--- config.mk ---
export PLATFORM = sky130hd
export DESIGN_NAME = srn_run_cmd
export DESIGN_NICKNAME = d
export VERILOG_FILES = /design/src/logic/srn_pkg.sv /design/src/logic/srn_range_check.sv /design/src/logic/srn_run_cmd.sv
export SDC_FILE = /design/constraint.sdc
export NUM_CORES = 1
export LEC_CHECK = 0
export CORE_MARGIN = 2
export CORE_UTILIZATION = 45
export CTS_CLUSTER_DIAMETER = 60
export DETAILED_ROUTE_END_ITERATION = 10
export DONT_BUFFER_PORTS = 1
export GPL_ROUTABILITY_DRIVEN = 0
export PLACE_DENSITY = 0.65
export SYNTH_ARGS = -nofsm -noshare
export SYNTH_HDL_FRONTEND = slang
export SYNTH_SLANG_ARGS = --single-unit
--- constraint.sdc ---
create_clock -name sys_clk -period 4.1 [get_ports sys_clk]
set_clock_uncertainty 0.1 [all_clocks]
set_input_delay 0 -clock sys_clk [delete_from_list [all_inputs] [get_ports sys_clk]]
set_output_delay 0 -clock sys_clk [all_outputs]
set_load 0.01 [all_outputs]
--- src/logic/srn_pkg.sv ---
// constants and state codes for the run-sequencer command interpreter
// How it works
// - code 33h selects the run-sequencer operation
// - start address is high bit plus low byte
// - nine-bit length, zero means 512 bytes
// - zero length with nonzero address returns 77h
// - address plus length over 512 aborts, 77h
// - power-on flag set blocks execution, returns 44h
// - execution starts only after the release byte
// - 55h malformed, 77h invalid, AAh success
// - I2C NACK returns 88h plus two offset bytes
// - offset nine bits, high bit in bit 0
// - offset value zero stands for offset 512
// - offset bytes only in I2C mode after NACK
// - length bits from second and third parameter bytes
// - frame is 66h, 4, command, three params, release
package srn_pkg;
  localparam logic [7:0] SRN_CMD_START = 8'h66;
  localparam logic [7:0] SRN_CMD_LEN = 8'h04;
  localparam logic [7:0] SRN_CMD_RUN = 8'h33;
  localparam logic [7:0] SRN_RELEASE = 8'haa;
  localparam logic [7:0] SRN_RES_POR = 8'h44;
  localparam logic [7:0] SRN_RES_MALFORMED = 8'h55;
  localparam logic [7:0] SRN_RES_INVALID = 8'h77;
  localparam logic [7:0] SRN_RES_NACK = 8'h88;
  localparam logic [7:0] SRN_RES_OK = 8'haa;
  localparam logic [7:0] SRN_RESP_LEN_SHORT = 8'h01;
  localparam logic [7:0] SRN_RESP_LEN_NACK = 8'h03;
  localparam int SRN_ADDR_W = 9;
  localparam int SRN_LEN_W = 10;
  localparam logic [9:0] SRN_MEM_SIZE = 10'h200;
  localparam int SRN_START_ADDR_HIGH_BIT_BIT = 0;
  localparam int SRN_LEN_LO_MSB = 7;
  localparam int SRN_LEN_LO_LSB = 1;
  localparam int SRN_LEN_HI_MSB = 1;
  localparam int SRN_LEN_HI_LSB = 0;

  typedef enum logic [8:0] {
    ST_IDLE = 9'h001,
    ST_LEN  = 9'h002,
    ST_CMD  = 9'h004,
    ST_P1   = 9'h008,
    ST_P2   = 9'h010,
    ST_P3   = 9'h020,
    ST_REL  = 9'h040,
    ST_RUN  = 9'h080,
    ST_RESP = 9'h100
  } srn_state_t;
endpackage

--- src/logic/srn_range_check.sv ---
// decodes start address and length from the parameter bytes and checks the range
`timescale 1ns/10ps
`default_nettype none
module srn_range_check
  import srn_pkg::*;
(
  input wire logic [7:0] param1, // start_addr_low
  input wire logic [7:0] param2, // exec_length_low and start_addr_high_bit
  input wire logic [7:0] param3, // exec_length_high in low bits
  output logic [SRN_ADDR_W-1:0] start_addr, // decoded start address
  output logic [SRN_LEN_W-1:0] exec_len, // byte count, 1 to 512
  output logic range_err // request is invalid
);
  logic [8:0] len_raw;
  logic [SRN_LEN_W:0] range_end;

  // address and length assembly, reserved bits of param3 never read
  assign start_addr = {param2[SRN_START_ADDR_HIGH_BIT_BIT], param1};
  assign len_raw = {param3[SRN_LEN_HI_MSB:SRN_LEN_HI_LSB],
                    param2[SRN_LEN_LO_MSB:SRN_LEN_LO_LSB]};
  assign exec_len = (len_raw == 9'h000) ? SRN_MEM_SIZE : {1'b0, len_raw};
  // range end checked one bit wider so 511 + 512 cannot wrap
  assign range_end = {2'b00, start_addr} + {1'b0, exec_len};
  assign range_err = ((len_raw == 9'h000) && (start_addr != 9'h000))
                   || (range_end > {1'b0, SRN_MEM_SIZE});
endmodule // srn_range_check
`default_nettype wire

--- src/logic/srn_run_cmd.sv ---
// run-sequencer command interpreter: frame parse, checks, launch, result
`timescale 1ns/10ps
`default_nettype none
module srn_run_cmd
  import srn_pkg::*;
(
  input wire logic sys_clk, // 250 MHz clock
  input wire logic rst, // synchronous reset, active high
  input wire logic bus_reset, // link reset pulse, aborts a frame being parsed
  input wire logic rx_valid, // one-cycle strobe, byte received from host
  input wire logic [7:0] rx_data, // received byte
  input wire logic por_flag, // power-on-reset status flag, level
  input wire logic i2c_mode, // high when configured for I2C
  input wire logic seq_done, // one-cycle pulse, sequencer finished
  input wire logic seq_malformed, // with seq_done: packets malformed
  input wire logic seq_nack, // with seq_done: I2C data byte not acknowledged
  input wire logic [SRN_LEN_W-1:0] seq_nack_offset, // with seq_done: offset 1 to 512
  input wire logic resp_ack, // one-cycle pulse, response sent to host
  output logic seq_start, // one-cycle pulse, start executing packets
  output logic [SRN_ADDR_W-1:0] seq_addr, // start address for the sequencer
  output logic [SRN_LEN_W-1:0] seq_len, // byte count for the sequencer
  output logic busy, // command accepted and not yet answered
  output logic resp_valid, // response bytes ready, level until resp_ack or a link reset
  output logic [7:0] resp_length, // response length byte, 1 or 3
  output logic [7:0] resp_result, // result byte
  output logic [7:0] nack_offset_low, // low offset byte
  output logic [7:0] nack_offset_high_bit // offset bit 8 in bit 0
);
  srn_state_t state_q, state_d;
  logic [7:0] p1_q, p2_q, p3_q;
  logic seq_start_q;
  logic [SRN_ADDR_W-1:0] seq_addr_q;
  logic [SRN_LEN_W-1:0] seq_len_q;
  logic resp_valid_q;
  logic [7:0] resp_length_q, resp_result_q, nack_low_q, nack_high_q;
  logic [SRN_ADDR_W-1:0] chk_addr;
  logic [SRN_LEN_W-1:0] chk_len;
  logic chk_err;
  logic got_release, launch, refuse, nack_hit, byte_ok;
  logic [7:0] expect_byte, refuse_code, done_code;

  srn_range_check u_check (
    .param1(p1_q),
    .param2(p2_q),
    .param3(p3_q),
    .start_addr(chk_addr),
    .exec_len(chk_len),
    .range_err(chk_err)
  );

  // decode of the incoming byte against the frame position
  assign expect_byte = (state_q == ST_IDLE) ? SRN_CMD_START :
                       (state_q == ST_LEN) ? SRN_CMD_LEN : SRN_CMD_RUN;
  assign byte_ok = rx_valid && (rx_data == expect_byte);
  // a link reset in the release cycle aborts the frame, so nothing launches or answers
  assign got_release = (state_q == ST_REL) && rx_valid && (rx_data == SRN_RELEASE)
                       && !bus_reset;
  assign refuse = por_flag || chk_err;
  assign refuse_code = por_flag ? SRN_RES_POR : SRN_RES_INVALID;
  assign launch = got_release && !refuse;
  assign nack_hit = seq_nack && i2c_mode;
  assign done_code = seq_malformed ? SRN_RES_MALFORMED :
                     nack_hit ? SRN_RES_NACK : SRN_RES_OK;

  // next state
  always_comb begin
    state_d = state_q;
    unique case (state_q)
      ST_IDLE, ST_LEN, ST_CMD: begin
        if (rx_valid) begin
          state_d = byte_ok ? srn_state_t'(state_q << 1) : ST_IDLE;
        end
      end
      ST_P1: if (rx_valid) state_d = ST_P2;
      ST_P2: if (rx_valid) state_d = ST_P3;
      ST_P3: if (rx_valid) state_d = ST_REL;
      ST_REL: begin
        if (rx_valid) begin
          state_d = !got_release ? ST_IDLE : (refuse ? ST_RESP : ST_RUN);
        end
      end
      ST_RUN: if (seq_done) state_d = ST_RESP;
      ST_RESP: if (resp_ack) state_d = ST_IDLE;
      default: state_d = ST_IDLE;
    endcase
    if (bus_reset && (state_q != ST_RUN)) begin
      state_d = ST_IDLE;
    end
  end

  // state and parameter capture
  always_ff @(posedge sys_clk) begin
    if (rst) begin
      state_q <= ST_IDLE;
      p1_q <= 8'h00;
      p2_q <= 8'h00;
      p3_q <= 8'h00;
    end else begin
      state_q <= state_d;
      if (rx_valid && (state_q == ST_P1)) p1_q <= rx_data;
      if (rx_valid && (state_q == ST_P2)) p2_q <= rx_data;
      if (rx_valid && (state_q == ST_P3)) p3_q <= rx_data;
    end
  end

  // sequencer launch, only after release and a clean check
  always_ff @(posedge sys_clk) begin
    if (rst) begin
      seq_start_q <= 1'b0;
      seq_addr_q <= 9'h000;
      seq_len_q <= 10'h000;
    end else begin
      seq_start_q <= launch;
      if (launch) begin
        seq_addr_q <= chk_addr;
        seq_len_q <= chk_len;
      end
    end
  end

  // response bytes, held until the link has sent them or a link reset outside ST_RUN drops them
  always_ff @(posedge sys_clk) begin
    if (rst) begin
      resp_valid_q <= 1'b0;
      resp_length_q <= 8'h00;
      resp_result_q <= 8'h00;
      nack_low_q <= 8'h00;
      nack_high_q <= 8'h00;
    end else if (got_release && refuse) begin
      resp_valid_q <= 1'b1;
      resp_length_q <= SRN_RESP_LEN_SHORT;
      resp_result_q <= refuse_code;
    end else if ((state_q == ST_RUN) && seq_done) begin
      resp_valid_q <= 1'b1;
      resp_result_q <= done_code;
      resp_length_q <= (done_code == SRN_RES_NACK) ?
                       SRN_RESP_LEN_NACK : SRN_RESP_LEN_SHORT;
      nack_low_q <= seq_nack_offset[7:0];
      nack_high_q <= {7'h00, seq_nack_offset[8]};
    end else if (resp_ack || (bus_reset && (state_q != ST_RUN))) begin
      resp_valid_q <= 1'b0;
    end
  end

  // outputs
  assign seq_start = seq_start_q;
  assign seq_addr = seq_addr_q;
  assign seq_len = seq_len_q;
  assign busy = (state_q == ST_RUN) || (state_q == ST_RESP);
  assign resp_valid = resp_valid_q;
  assign resp_length = resp_length_q;
  assign resp_result = resp_result_q;
  assign nack_offset_low = nack_low_q;
  assign nack_offset_high_bit = nack_high_q;

  // checks on the command behaviour
  a_start_needs_release: assert property (@(posedge sys_clk) disable iff (rst)
    seq_start |-> $past(state_q) == ST_REL && $past(rx_valid) && $past(rx_data) == SRN_RELEASE)
    else $error("sequencer started without release byte");
  a_por_blocks_run: assert property (@(posedge sys_clk) disable iff (rst)
    got_release && por_flag |=> !seq_start && resp_valid && resp_result == SRN_RES_POR)
    else $error("power-on flag did not block execution");
  a_zero_len_err: assert property (@(posedge sys_clk) disable iff (rst)
    got_release && !por_flag && {p3_q[1:0], p2_q[7:1]} == 9'h000 && {p2_q[0], p1_q} != 9'h000
    |=> !seq_start && resp_result == SRN_RES_INVALID)
    else $error("zero length with nonzero address not refused");
  a_range_in_mem: assert property (@(posedge sys_clk) disable iff (rst)
    seq_start |-> ({1'b0, seq_len} + {2'b00, seq_addr}) <= 11'h200 && seq_len != 10'h000)
    else $error("launched range leaves sequencer memory");
  a_len_decode: assert property (@(posedge sys_clk) disable iff (rst)
    seq_start |-> seq_len == (({p3_q[1:0], p2_q[7:1]} == 9'h000) ? 10'h200
                              : {1'b0, p3_q[1:0], p2_q[7:1]}))
    else $error("length decode wrong");
  a_addr_decode: assert property (@(posedge sys_clk) disable iff (rst)
    seq_start |-> seq_addr == {p2_q[0], p1_q})
    else $error("address decode wrong");
  a_bad_cmd_drop: assert property (@(posedge sys_clk) disable iff (rst)
    state_q == ST_CMD && rx_valid && rx_data != SRN_CMD_RUN |=> state_q == ST_IDLE)
    else $error("wrong command code accepted");
  a_done_malformed: assert property (@(posedge sys_clk) disable iff (rst)
    state_q == ST_RUN && seq_done && seq_malformed |=> resp_result == SRN_RES_MALFORMED)
    else $error("malformed packets not reported");
  a_nack_three: assert property (@(posedge sys_clk) disable iff (rst)
    state_q == ST_RUN && seq_done && !seq_malformed && seq_nack && i2c_mode
    |=> resp_result == SRN_RES_NACK && resp_length == SRN_RESP_LEN_NACK
        && {nack_offset_high_bit[0], nack_offset_low} == $past(seq_nack_offset[8:0]))
    else $error("nack response wrong");
  a_spi_no_offset: assert property (@(posedge sys_clk) disable iff (rst)
    state_q == ST_RUN && seq_done && !i2c_mode
    |=> resp_length == SRN_RESP_LEN_SHORT && resp_result != SRN_RES_NACK)
    else $error("offset bytes sent without nack");
  a_high_reserved: assert property (@(posedge sys_clk) disable iff (rst)
    nack_offset_high_bit[7:1] == 7'h00)
    else $error("reserved offset bits not zero");

  c_run_ok: cover property (@(posedge sys_clk) disable iff (rst)
    resp_valid && resp_result == SRN_RES_OK);
  c_run_nack: cover property (@(posedge sys_clk) disable iff (rst)
    resp_valid && resp_result == SRN_RES_NACK);
  c_run_por: cover property (@(posedge sys_clk) disable iff (rst)
    resp_valid && resp_result == SRN_RES_POR);
endmodule // srn_run_cmd
`default_nettype wire

# [Word-level counts from Yosys, hierarchy flattened]
# Cells that the tools add are included.
[classes] n_addsub=1 n_mul=0 div_mod_pow=0 n_lt_le_gt_ge=1 n_eq_ne=20 n_shift=0 muxes=25 bitwise=1 reduce_logical=28
[op_table] cell="$mux 9" n=10
[op_table] cell="$pmux 9 s7" n=1
[op_table] cell="$mux 8" n=3
[op_table] cell="$mux 6" n=3
[op_table] cell="$eq 8x8->1 const B" n=2
[op_table] cell="$ne 2x2->1 const B" n=7
[op_table] cell="$logic_and 1x1->1" n=13
[op_table] cell="$add 9x10->11" n=1
[op_table] cell="$gt 11x10->1 const B" n=1
[op_table] cell="$mux 10" n=1
[op_table] cell="$eq 9x1->1 const B" n=1
[op_table] cell="$eq 9x2->1 const B" n=1
[op_table] cell="$eq 9x3->1 const B" n=1
[op_table] cell="$eq 9x4->1 const B" n=1
[op_table] cell="$eq 9x5->1 const B" n=1
[op_table] cell="$eq 9x6->1 const B" n=1
[op_table] cell="$eq 9x7->1 const B" n=1
[op_table] cell="$eq 9x8->1 const B" n=1
[op_table] cell="$eq 9x9->1 const B" n=1
[op_table] cell="$logic_not 9->1" n=1
[op_table] cell="$ne 9x8->1 const B" n=1
[op_table] cell="$reduce_bool 9->1" n=1
[op_table] cell="$eq 8x7->1" n=1
[op_table] cell="$mux 7" n=1
[op_table] cell="11 further kinds" n=20
[word_totals] reg_bits=67 latchBits=0 ramBits=0 mem_bits_ro=0 out_inout_bits=54 elab_cells=89 memories=0

# [Longest topological paths before layout]
# Gate-level depths: netlist of the first run.
[depth] ltp_word=10 mapped_depth=12 ltp_nobuf=10

# [Cells and area by module]
# From an unflattened synthesis of the first run, not the netlist that was laid out.
[unflattened] hier_cells=460 area_unflattened_um2=3792.4
[modules_own_cells] module="srn_run_cmd" n_inst=1 cells_per_inst=368 area_each_um2=3143.0 seq_area_each_um2=1381.3
[modules_own_cells] module="srn_range_check" n_inst=1 cells_per_inst=92 area_each_um2=649.4 seq_area_each_um2=0.0

# [Least setup slack after synthesis of the first run]
# OpenSTA, ideal clock, no wires.
[synth_path] path_type="reg-to-reg" start="reg p2_q[1]" end="reg seq_addr_q[1], in the netlist seq_addr[1]" arrival_ps=2610 required_time_ps=3868 setup_slack_ps=1258 stages_incl_launch_ff=13 path_buffers=2 synth_period_minus_slack_ps=2842 path_cell_list="dfxtp_1 clkbuf_1 ha_1 inv_1 fa_1 nand2b_1 a211oi_1 o21ai_0 o211a_1 o311a_1 clkbuf_1 o21ai_0 a21oi_1"
[synth_between] elab_chain_len=8 word_cells_on_any_way=9 classes_between="1 x add/sub; 1 x order compare; 1 x mux; 6 x reduce/logical"
[synth_rtl] item="start, declared" line_no="srn_run_cmd.sv:30" rtl="logic [7:0] p1_q, p2_q, p3_q;"
[synth_rtl] item="start signal, assigned" line_no="srn_run_cmd.sv:101" rtl="if (rx_valid && (state_q == ST_P2)) p2_q <= rx_data;"
[synth_rtl] item="$logic_not 9->1" line_no="srn_range_check.sv:21" rtl="assign exec_len = (len_raw == 9'h000) ? SRN_MEM_SIZE : {1'b0, len_raw};"
[synth_rtl] item="$mux 10 *" line_no="srn_range_check.sv:21"
[synth_rtl] item="net chk_len[0]" line_no="srn_run_cmd.sv:37" rtl="logic [SRN_LEN_W-1:0] chk_len;"
[synth_rtl] item="$add 9x10->11 *" line_no="srn_range_check.sv:23" rtl="assign range_end = {2'b00, start_addr} + {1'b0, exec_len};"
[synth_rtl] item="$gt 11x10->1 *" line_no="srn_range_check.sv:25" rtl="|| (range_end > {1'b0, SRN_MEM_SIZE});"
[synth_rtl] item="$logic_or 1x1->1 *" line_no="srn_range_check.sv:25"
[synth_rtl] item="$logic_or 1x1->1 *" line_no="srn_run_cmd.sv:58" rtl="assign refuse = por_flag || chk_err;"
[synth_rtl] item="$logic_not 1->1 *" line_no="srn_run_cmd.sv:60" rtl="assign launch = got_release && !refuse;"
[synth_rtl] item="$logic_and 1x1->1 *" line_no="srn_run_cmd.sv:60"
[synth_rtl] item="end signal, assigned" line_no="srn_run_cmd.sv:115" rtl="seq_addr_q <= chk_addr;"
[synth_rtl] item="end, declared" line_no="srn_run_cmd.sv:32" rtl="logic [SRN_ADDR_W-1:0] seq_addr_q;"
# The timed path passes the listed nets; every way through them passes the cells marked *.
# A chain may end at the register's enable or synchronous reset.

# [Final worst setup path of the first run]
[layout_path] start="reg p1_q[0]" end="reg state_q[7]"
[layout_between] elab_chain_len=8 word_cells_on_any_way=10 classes_between="1 x add/sub; 1 x order compare; 4 x mux; 4 x reduce/logical"
[layout_rtl] item="start, declared" line_no="srn_run_cmd.sv:30"
[layout_rtl] item="start signal, assigned" line_no="srn_run_cmd.sv:100" rtl="if (rx_valid && (state_q == ST_P1)) p1_q <= rx_data;"
[layout_rtl] item="$add 9x10->11 or $reduce_bool 9->1 (tied branches)" line_no="srn_range_check.sv:23, srn_range_check.sv:24"
[layout_rtl] item="$gt 11x10->1 or $logic_and 1x1->1 (tied branches)" line_no="srn_range_check.sv:25, srn_range_check.sv:24"
[layout_rtl] item="$logic_or 1x1->1 *" line_no="srn_range_check.sv:25"
[layout_rtl] item="$logic_or 1x1->1 *" line_no="srn_run_cmd.sv:58"
[layout_rtl] item="$mux 9 * (2 in series)" line_no="srn_run_cmd.sv:79" rtl="state_d = !got_release ? ST_IDLE : (refuse ? ST_RESP : ST_RUN);"
[layout_rtl] item="$mux 9 *" line_no="srn_run_cmd.sv:78" rtl="if (rx_valid) begin"
[layout_rtl] item="$pmux 9 s7 *" line_no="srn_run_cmd.sv:68" rtl="unique case (state_q)"
[layout_rtl] item="end signal, assigned" line_no="srn_run_cmd.sv:99" rtl="state_q <= state_d;"
[layout_rtl] item="end, declared" line_no="srn_run_cmd.sv:29" rtl="srn_state_t state_q, state_d;"
# Mark *: on every way between the ends. The rest lies on a longest branch, timed or not. The select of a mux whose other input is x is not followed.

==> results of run 1 <==
==> path summary, 6_finish.rpt <==
check                          start            endpoint  slack (ps)  depth (start not counted)
setup / recovery             p1_q[0]          state_q[7]         320                         11
hold / removal              seq_done  nack_offset_low[3]          40                          3
setup reg to reg             p1_q[0]          state_q[7]         320                         11
hold reg to reg   nack_offset_low[0]  nack_offset_low[0]         400                          2
==> report_power, final <==
part	total [mW]	switching [mW]	internal (mW)	leakage [nW]
combinational	0.0547	0.0301	0.0246	0.953
sequential	0.612	0.0000345	0.612	0.507
clock	0.623	0.235	0.388	0.118
==> cell type report <==
class	instances	area share [%]
Inverter	12	1.14
Tap cell	102	3.24
Clock buffer	12	4.19
Multi-Input combinational cell	313	49.4
Sequential cell	63	32.0
Timing Repair Buffer	32	8.38
Clock inverter	3	1.65
==> placed cells by master (no fill, tap or decap), drive strengths merged, types with 2 or more instances in the layout <==
master       count
a211oi           8
nor3             7
a211o            2
nor2b            3
nand4            4
a22oi            5
bufinv           2
nand2           34
or2              3
nand3           26
xor2             2
mux2i           21
o311a            2
nor2            37
xnor2            2
o22ai            2
and2             5
ha               9
nor4             7
inv             12
or3              4
clkbuf          12
nor3b            3
dlygate4sd3     31
a221o            2
o21ai           28
dfxtp           63
o2bb2ai          2
nand2b           5
conb            13
a21oi           50
or4              4
a21o             3
==> worst max-delay path: cells and delay by family (launching register included) <==
| kind | cells | cell delay (ps) |
|---|---|---|
| and+or+nand+nor | 2 | 400 |
| DFF | 1 | 430 |
| AOI/OAI and AO/OA | 5 | 1490 |
| buffers and inverters | 2 | 630 |
| adders and majority gates | 2 | 620 |
==> cell families (layout without fill, tap and decap cells) <==
| group | count (synthesis) | in the layout | share of synthesized area [%] |
|---|---|---|---|
| fa+ha+maj | 10 | 10 | 3.80 |
| compound gates | 117 | 117 | 21.5 |
| buf+inv | 62 | 59 | 9.33 |
| other cells | 1 | 13 | 0.108 |
| mux | 21 | 21 | 6.03 |
| simple gates | 148 | 148 | 22.1 |
| flops | 63 | 63 | 36.2 |
| xor+xnor | 4 | 4 | 1.01 |
==> timing repair <==
item	CTS	global route
hold endpoints to repair	63	0
endpoints found under the setup margin	0	2
hold buffers	32	0
gates resized for setup	0	2
==> flip-flops by register name, summed over array words and instances (netlist names) <==
| register | cells |
|---|---|
| resp_length | 2 |
| seq_addr | 9 |
| nack_offset_high_bit | 1 |
| p3_q | 2 |
| p2_q | 8 |
| resp_result | 4 |
| nack_offset_low | 8 |
| p1_q | 8 |
| state_q | 9 |
| resp_valid | 1 |
| seq_len | 10 |
| seq_start | 1 |
==> layer usage <==
metal | global-route usage [%] | vias up | share of wire [%]
li1 | - | 1503 | -
met1 | 26.7 | 1442 | 47
met2 | 33.0 | 98 | 44
met3 | 4.44 | 17 | 6.7
met4 | 9.70 | 0 | 2.4
met5 | 0 | - | 0
==> reports/qor.txt, run 1 <==
FLOORPLAN
---------------------------------------------------------------------------------
Top Ports ..........................................................           82
Overall die height ................................................. 92.0 microns
Count of standard-cell rows ........................................           32
Die outline width .................................................. 92.0 microns
Area of the die ....................................................   8470 sq um
Core Region ........................................................   7610 sq um
Initial Util .......................................................        45.8%

YOSYS
---------------------------------------------------------------------------------
Commonest cells in the synthesized netlist ......................... sky130_fd_sc_hd__dfxtp_1 (63), sky130_fd_sc_hd__a21oi_1 (50), sky130_fd_sc_hd__nor2_1 (36)
Cell with the most instances after synthesis ....................... sky130_fd_sc_hd__dfxtp_1
Unique masters post-synth ..........................................           63
Synth Area per Inst ................................................   8.18 sq um
Leading cell types by total area after synthesis ................... sky130_fd_sc_hd__dfxtp_1 (36%), sky130_fd_sc_hd__a21oi_1 (7.2%), sky130_fd_sc_hd__mux2i_1 (6.0%)
Sequential share of the synthesized area ...........................        36.2%
Total standard cell area after synthesis ...........................   3490 sq um
Count of mapped cells out of synthesis .............................          426
Portion of synthesized cell area occupied by the leading cell type .        36.2%
Most area-hungry cell type in the Yosys netlist .................... sky130_fd_sc_hd__dfxtp_1
Fraction of registers with async set/reset .........................           0%
Warnings, synthesis ................................................            0
Number of flip-flops and latches in the synthesized netlist ........           63
Predominant post-synthesis flop cell ............................... sky130_fd_sc_hd__dfxtp_1
Number of synthesized flops with an enable pin .....................            0

DRT
---------------------------------------------------------------------------------
Total number of vias ...............................................         3060
Violation count after the first detailed-route iteration ...........          140
Number of nets with antenna violations after detailed routing ......            0
Via count normalized by instance count .............................         5.70
Pre-antenna DRT Iters ..............................................            4
Mean routed wirelength per cell .................................... 15.8 microns
WL final ........................................................... 8480 microns
Residual DRC .......................................................            0

GRT
---------------------------------------------------------------------------------
Number of global-route vias before repair ..........................         2931
Total routing resource utilization after global routing ............        20.7%
Total grt overflow .................................................            0
Wire length of the first global-routing pass ....................... 14200 microns
Maximum number of pins on one net before global-route repair .......           59
Antenna violations before repair ...................................            0

CLOCKING
---------------------------------------------------------------------------------
Insertion delay to the later sink of the worst-skew pair ...........       340 ps
Register clock-pin slew on the reported worst setup and hold paths .        70 ps
Maximum level of the CTS H-tree ....................................            3
Count of buffers added by post-CTS timing repair for setup .........            0
Cell at the root of the clock tree ................................. sky130_fd_sc_hd__clkbuf_8
Number of sinks handled by clock tree synthesis ....................           63
Clock tree from TritonCTS ..........................................        built
Buffers from clock root to sink, at most ...........................            2
Number of buffers inserted during clock tree synthesis .............            9

TIMING
---------------------------------------------------------------------------------
Fin crit share .....................................................        92.1%
Measured slew at the worst slew-check pin ..........................       764 ps
Max Transition Viols Final .........................................            0
Final Hold Violating Endpoints .....................................            0
Summed negative setup slack over all endpoints .....................         0 ps
Worst slack on hold paths ..........................................      38.9 ps
Setup repair after global routing missed its margin ................           no
Worst Slack Setup Final ............................................       323 ps
F_max ..............................................................    0.265 GHz
Final Critical Period ..............................................      3780 ps
Final setup violation count ........................................            0
Headroom to the max-slew limit .....................................        49.0%

PWR
---------------------------------------------------------------------------------
Total design power .................................................      1.29 mW
Ratio of total power to cell area ..................................  327 nW/um^2
Static power due to leakage ........................................      1.58 nW
Maximum vdd drop ...................................................     0.123 mV

FINISH
---------------------------------------------------------------------------------
Diode insertion count for antenna repair ...........................            0
Combined area of the multi-input logic cells .......................   1950 sq um
Filler cells .......................................................          716
Fraction of layout cells with a size suffix above 1 ................        7.59%
Area growth from synthesis to final layout .........................        13.1%
Post-route standard cell area excluding fillers ....................   3940 sq um
Number of nets in the layout .......................................          469
Layout Cells excl Fill .............................................          537
Final core utilization .............................................        51.8%
Area occupied by registers .........................................   1260 sq um

PLACED DESIGN
---------------------------------------------------------------------------------
Cell area after placement ..........................................   3380 sq um
Sum of net half-perimeters after detailed placement ................ 5920 microns
Number of instances in the placed design ...........................          490
Count of input and output buffers ..................................            0
Placement Setup Slack ..............................................       735 ps

CRITICAL PATH
---------------------------------------------------------------------------------
Setup crit start kind ..............................................    flip-flop
Highest fanout seen on the critical path ...........................           20
Critical Path End Type .............................................    flip-flop
Critical path data arrival time ....................................      3910 ps
Master of the slowest instance on the critical path ................ sky130_fd_sc_hd__dlygate4sd3_1
Critical path data required time ...................................      4230 ps
Largest stage delay, worst path ....................................       560 ps
Cells along the critical path ...................................... ha_1 -> inv_1 -> fa_1 -> nand2b_1 -> a211oi_1 -> o21ai_0 -> o211a_1 -> o311a_1 -> nor2_1 -> a21oi_1 -> dlygate4sd3_1
CP Class ........................................................... flip-flop to flip-flop

STATUS
---------------------------------------------------------------------------------
Status ............................................................. finished, final reports clean

WORST HOLD PATH
---------------------------------------------------------------------------------
Worst Hold Class ................................................... input pin to flip-flop

JOB
---------------------------------------------------------------------------------
Number of maximum-capacitance constraint violations ................            0

Note: power is estimated with default switching activity, not from simulation.
==> run 2, diff against run 1 <==
--- a/config.mk
+++ b/config.mk
@@ -6,12 +6,11 @@
 export NUM_CORES = 1
 export LEC_CHECK = 0
 export CORE_MARGIN = 2
-export CORE_UTILIZATION = 45
+export CORE_UTILIZATION = 59
 export CTS_CLUSTER_DIAMETER = 60
 export DETAILED_ROUTE_END_ITERATION = 10
 export DONT_BUFFER_PORTS = 1
-export GPL_ROUTABILITY_DRIVEN = 0
-export PLACE_DENSITY = 0.65
+export PLACE_DENSITY = 0.8
 export SYNTH_ARGS = -nofsm -noshare
 export SYNTH_HDL_FRONTEND = slang
 export SYNTH_SLANG_ARGS = --single-unit
==> run 2 against run 1 <==
Net effect: sequential share of layout area grew 0.41 points; wire length grew 3.9%; maximum frequency is essentially flat; critical path depth is the same; global-route usage grew 7.0 points; sequential power is essentially flat; combinational power grew 2%; first-iteration DRC count grew 80%; critical path type unchanged; critical endpoint unchanged; largest cell class unchanged; highest routed layer unchanged.
==> reports/qor.txt, run 2 (synthesis results as in run 1) <==
STATUS
---------------------------------------------------------------------------------
Status ............................................................. finished, final reports clean   unchanged

PLACED DESIGN
---------------------------------------------------------------------------------
Placement Setup Slack ..............................................       653 ps   was 735 ps
Cell area after placement ..........................................   3340 sq um   was 3380 sq um
Count of input and output buffers ..................................            0   unchanged
Routability congestion estimate from global placement ..............        0.967
Sum of net half-perimeters after detailed placement ................ 5830 microns   was 5920 microns
Number of instances in the placed design ...........................          460   was 490

FLOORPLAN
---------------------------------------------------------------------------------
Die outline width .................................................. 80.9 microns   was 92.0 microns
Top Ports ..........................................................           82   unchanged
Count of standard-cell rows ........................................           27   was 32
Initial Util .......................................................        62.2%   was 45.8%
Core Region ........................................................   5610 sq um   was 7610 sq um
Area of the die ....................................................   6540 sq um   was 8470 sq um
Overall die height ................................................. 80.9 microns   was 92.0 microns

CRITICAL PATH
---------------------------------------------------------------------------------
Highest fanout seen on the critical path ...........................           20   unchanged
Top cell family by delay on the critical path ...................... simple AND/OR/NAND/NOR gates   was compound AO/OA/AOI/OAI gates
Master of the slowest instance on the critical path ................ sky130_fd_sc_hd__dlygate4sd3_1   unchanged
CP Class ........................................................... flip-flop to flip-flop   unchanged
Setup crit start kind ..............................................    flip-flop   unchanged
Largest stage delay, worst path ....................................       550 ps   was 560 ps
Critical path data required time ...................................      4300 ps   was 4230 ps
Worst path bufs/invs ...............................................            2   unchanged
Cells along the critical path ...................................... ha_1 -> inv_1 -> fa_1 -> nand2b_1 -> a211oi_1 -> o21ai_0 -> mux2i_1 -> and4_2 -> nor2_1 -> a21oi_1 -> dlygate4sd3_1   was ha_1 -> inv_1 -> fa_1 -> nand2b_1 -> a211oi_1 -> o21ai_0 -> o211a_1 -> o311a_1 -> nor2_1 -> a21oi_1 -> dlygate4sd3_1
Critical path data arrival time ....................................      3980 ps   was 3910 ps
Critical Path End Type .............................................    flip-flop   unchanged

GRT
---------------------------------------------------------------------------------
Total grt overflow .................................................            0   unchanged
Number of global-route vias before repair ..........................         2907   was 2931
Total routing resource utilization after global routing ............        27.7%   was 20.7%
Antenna violations before repair ...................................            0   unchanged
Wire length of the first global-routing pass ....................... 13900 microns   was 14200 microns
Maximum number of pins on one net before global-route repair .......           59   unchanged

TIMING
---------------------------------------------------------------------------------
Fin crit share .....................................................        92.1%   about the same
Final Critical Period ..............................................      3780 ps   about the same
Max Transition Viols Final .........................................            0   unchanged
Final Hold Violating Endpoints .....................................            0   unchanged
Headroom to the max-slew limit .....................................        49.6%   was 49.0%
Summed negative setup slack over all endpoints .....................         0 ps   unchanged
Measured slew at the worst slew-check pin ..........................       750 ps   was 764 ps
Worst slack on hold paths ..........................................      23.1 ps   was 38.9 ps
Final setup violation count ........................................            0   unchanged
F_max ..............................................................    0.265 GHz   about the same
Worst Slack Setup Final ............................................       323 ps   about the same
Setup repair after global routing missed its margin ................           no   unchanged

FINISH
---------------------------------------------------------------------------------
Max reg flops ......................................................           10   unchanged
Filler cells .......................................................          445   was 716
Number of nets in the layout .......................................          471   was 469
Fraction of layout cells with a size suffix above 1 ................        7.76%   was 7.59%
Layout Cells excl Fill .............................................          510   was 537
Post-route standard cell area excluding fillers ....................   3890 sq um   was 3940 sq um
Most used cells in the layout excluding fill and tap cells ......... sky130_fd_sc_hd__dfxtp_1 (63), sky130_fd_sc_hd__a21oi_1 (49), sky130_fd_sc_hd__nor2_1 (36)   unchanged
Area growth from synthesis to final layout .........................        11.7%   was 13.1%
Most common cell after layout, fill and taps aside ................. sky130_fd_sc_hd__dfxtp_1   unchanged
Diode insertion count for antenna repair ...........................            0   unchanged
Final core utilization .............................................        69.4%   was 51.8%

PWR
---------------------------------------------------------------------------------
Static power due to leakage ........................................      1.58 nW   about the same
Part of the power in registers .....................................        50.9%   was 47.4%
Ratio of total power to cell area ..................................  309 nW/um^2   was 327 nW/um^2
Sw Pwr .............................................................       285 uW   was 265 uW
Total design power .................................................      1.20 mW   was 1.29 mW
Combinational cell fraction of total power .........................         4.6%   was 4.2%
Part of the power in the clock network .............................        44.5%   was 48.3%
Maximum vdd drop ...................................................     0.269 mV   was 0.123 mV
Internal ...........................................................       917 uW   was 1.02 mW
Fraction of power spent switching nets .............................        23.7%   was 20.6%

CLOCKING
---------------------------------------------------------------------------------
Insertion delay to the later sink of the worst-skew pair ...........       350 ps   was 340 ps
Number of sinks handled by clock tree synthesis ....................           63   unchanged
Count of buffers added by post-CTS timing repair for setup .........            0   unchanged
Cell at the root of the clock tree ................................. sky130_fd_sc_hd__clkbuf_8   unchanged
Number of buffers inserted during clock tree synthesis .............            9   unchanged
Clock tree from TritonCTS ..........................................        built   unchanged
Maximum level of the CTS H-tree ....................................            3   unchanged
Register clock-pin slew on the reported worst setup and hold paths .        80 ps   was 70 ps
Buffers from clock root to sink, at most ...........................            2   unchanged

DRT
---------------------------------------------------------------------------------
Number of nets with antenna violations after detailed routing ......            0   unchanged
Total number of vias ...............................................         3138   was 3060
Via count normalized by instance count .............................         6.15   was 5.70
Pre-antenna DRT Iters ..............................................            5   was 4
Residual DRC .......................................................            0   unchanged
Violation count after the first detailed-route iteration ...........          252   was 140
Mean routed wirelength per cell .................................... 17.3 microns   was 15.8 microns
WL final ........................................................... 8820 microns   was 8480 microns

WORST HOLD PATH
---------------------------------------------------------------------------------
Worst Hold Class ................................................... input pin to flip-flop   unchanged

JOB
---------------------------------------------------------------------------------
Number of maximum-capacitance constraint violations ................            0   unchanged

==> run 2: cell type report <==
class | instances | area (sq um) | share of cell area (%)
multi-input combinational | 313 | 1950 | 50.1
clock buffer | 9 | 124 | 3.18
sequential | 63 | 1260 | 32.4
timing repair buffer | 34 | 350 | 9.00
clock inverter | 7 | 73.8 | 1.90
inverter | 12 | 45.0 | 1.16
tap | 72 | 90.1 | 2.31
==> run 2: path summary, 6_finish.rpt <==
check | startpoint | slack [ps] | endpoint | depth (start not counted)
setup / recovery | p1_q[0] | 320 | state_q[7] | 11
hold / removal | rx_valid | 20 | state_q[0] | 4
setup reg to reg | p1_q[0] | 320 | state_q[7] | 11
hold reg to reg | resp_length[0] | 420 | resp_length[0] | 2
==> run 2: metal layers <==
metal  up-vias  global-route usage (%)  wire (microns)
met1      1468                    34.6            3770
met3        11                    7.56             703
li1       1513                       -               -
met5         -                       0               0
met4         0                    8.81             131
met2       146                    46.4            4210
==> run 2: timing repair <==
item	4_1_cts	5_1_grt
gates resized for setup	0	2
endpoints found under the hold margin	63	0
hold buffers	34	0
setup endpoints to repair	0	2
==> run 2: power groups by stage <==
stage	Sequential (mW)	Clock [mW]	Combinational [mW]
2_1_floorplan	0.626	0	0.0340
3_3_place_gp	0.626	0	0.0201
3_5_place_dp	0.626	0	0.0205
4_1_cts	0.612	0.542	0.0540
5_1_grt	0.611	0.573	0.0600
6_report	0.612	0.535	0.0557
==> run 2: worst register-to-register path, stage by stage, from the launching register on <==
cell and delay, ps:
sky130_fd_sc_hd__dfxtp_1 420, sky130_fd_sc_hd__ha_1 220, sky130_fd_sc_hd__inv_1 60, sky130_fd_sc_hd__fa_1 400, sky130_fd_sc_hd__nand2b_1 190, sky130_fd_sc_hd__a211oi_1 340
sky130_fd_sc_hd__o21ai_0 280, sky130_fd_sc_hd__mux2i_1 420, sky130_fd_sc_hd__and4_2 510, sky130_fd_sc_hd__nor2_1 90, sky130_fd_sc_hd__a21oi_1 140, sky130_fd_sc_hd__dlygate4sd3_1 550
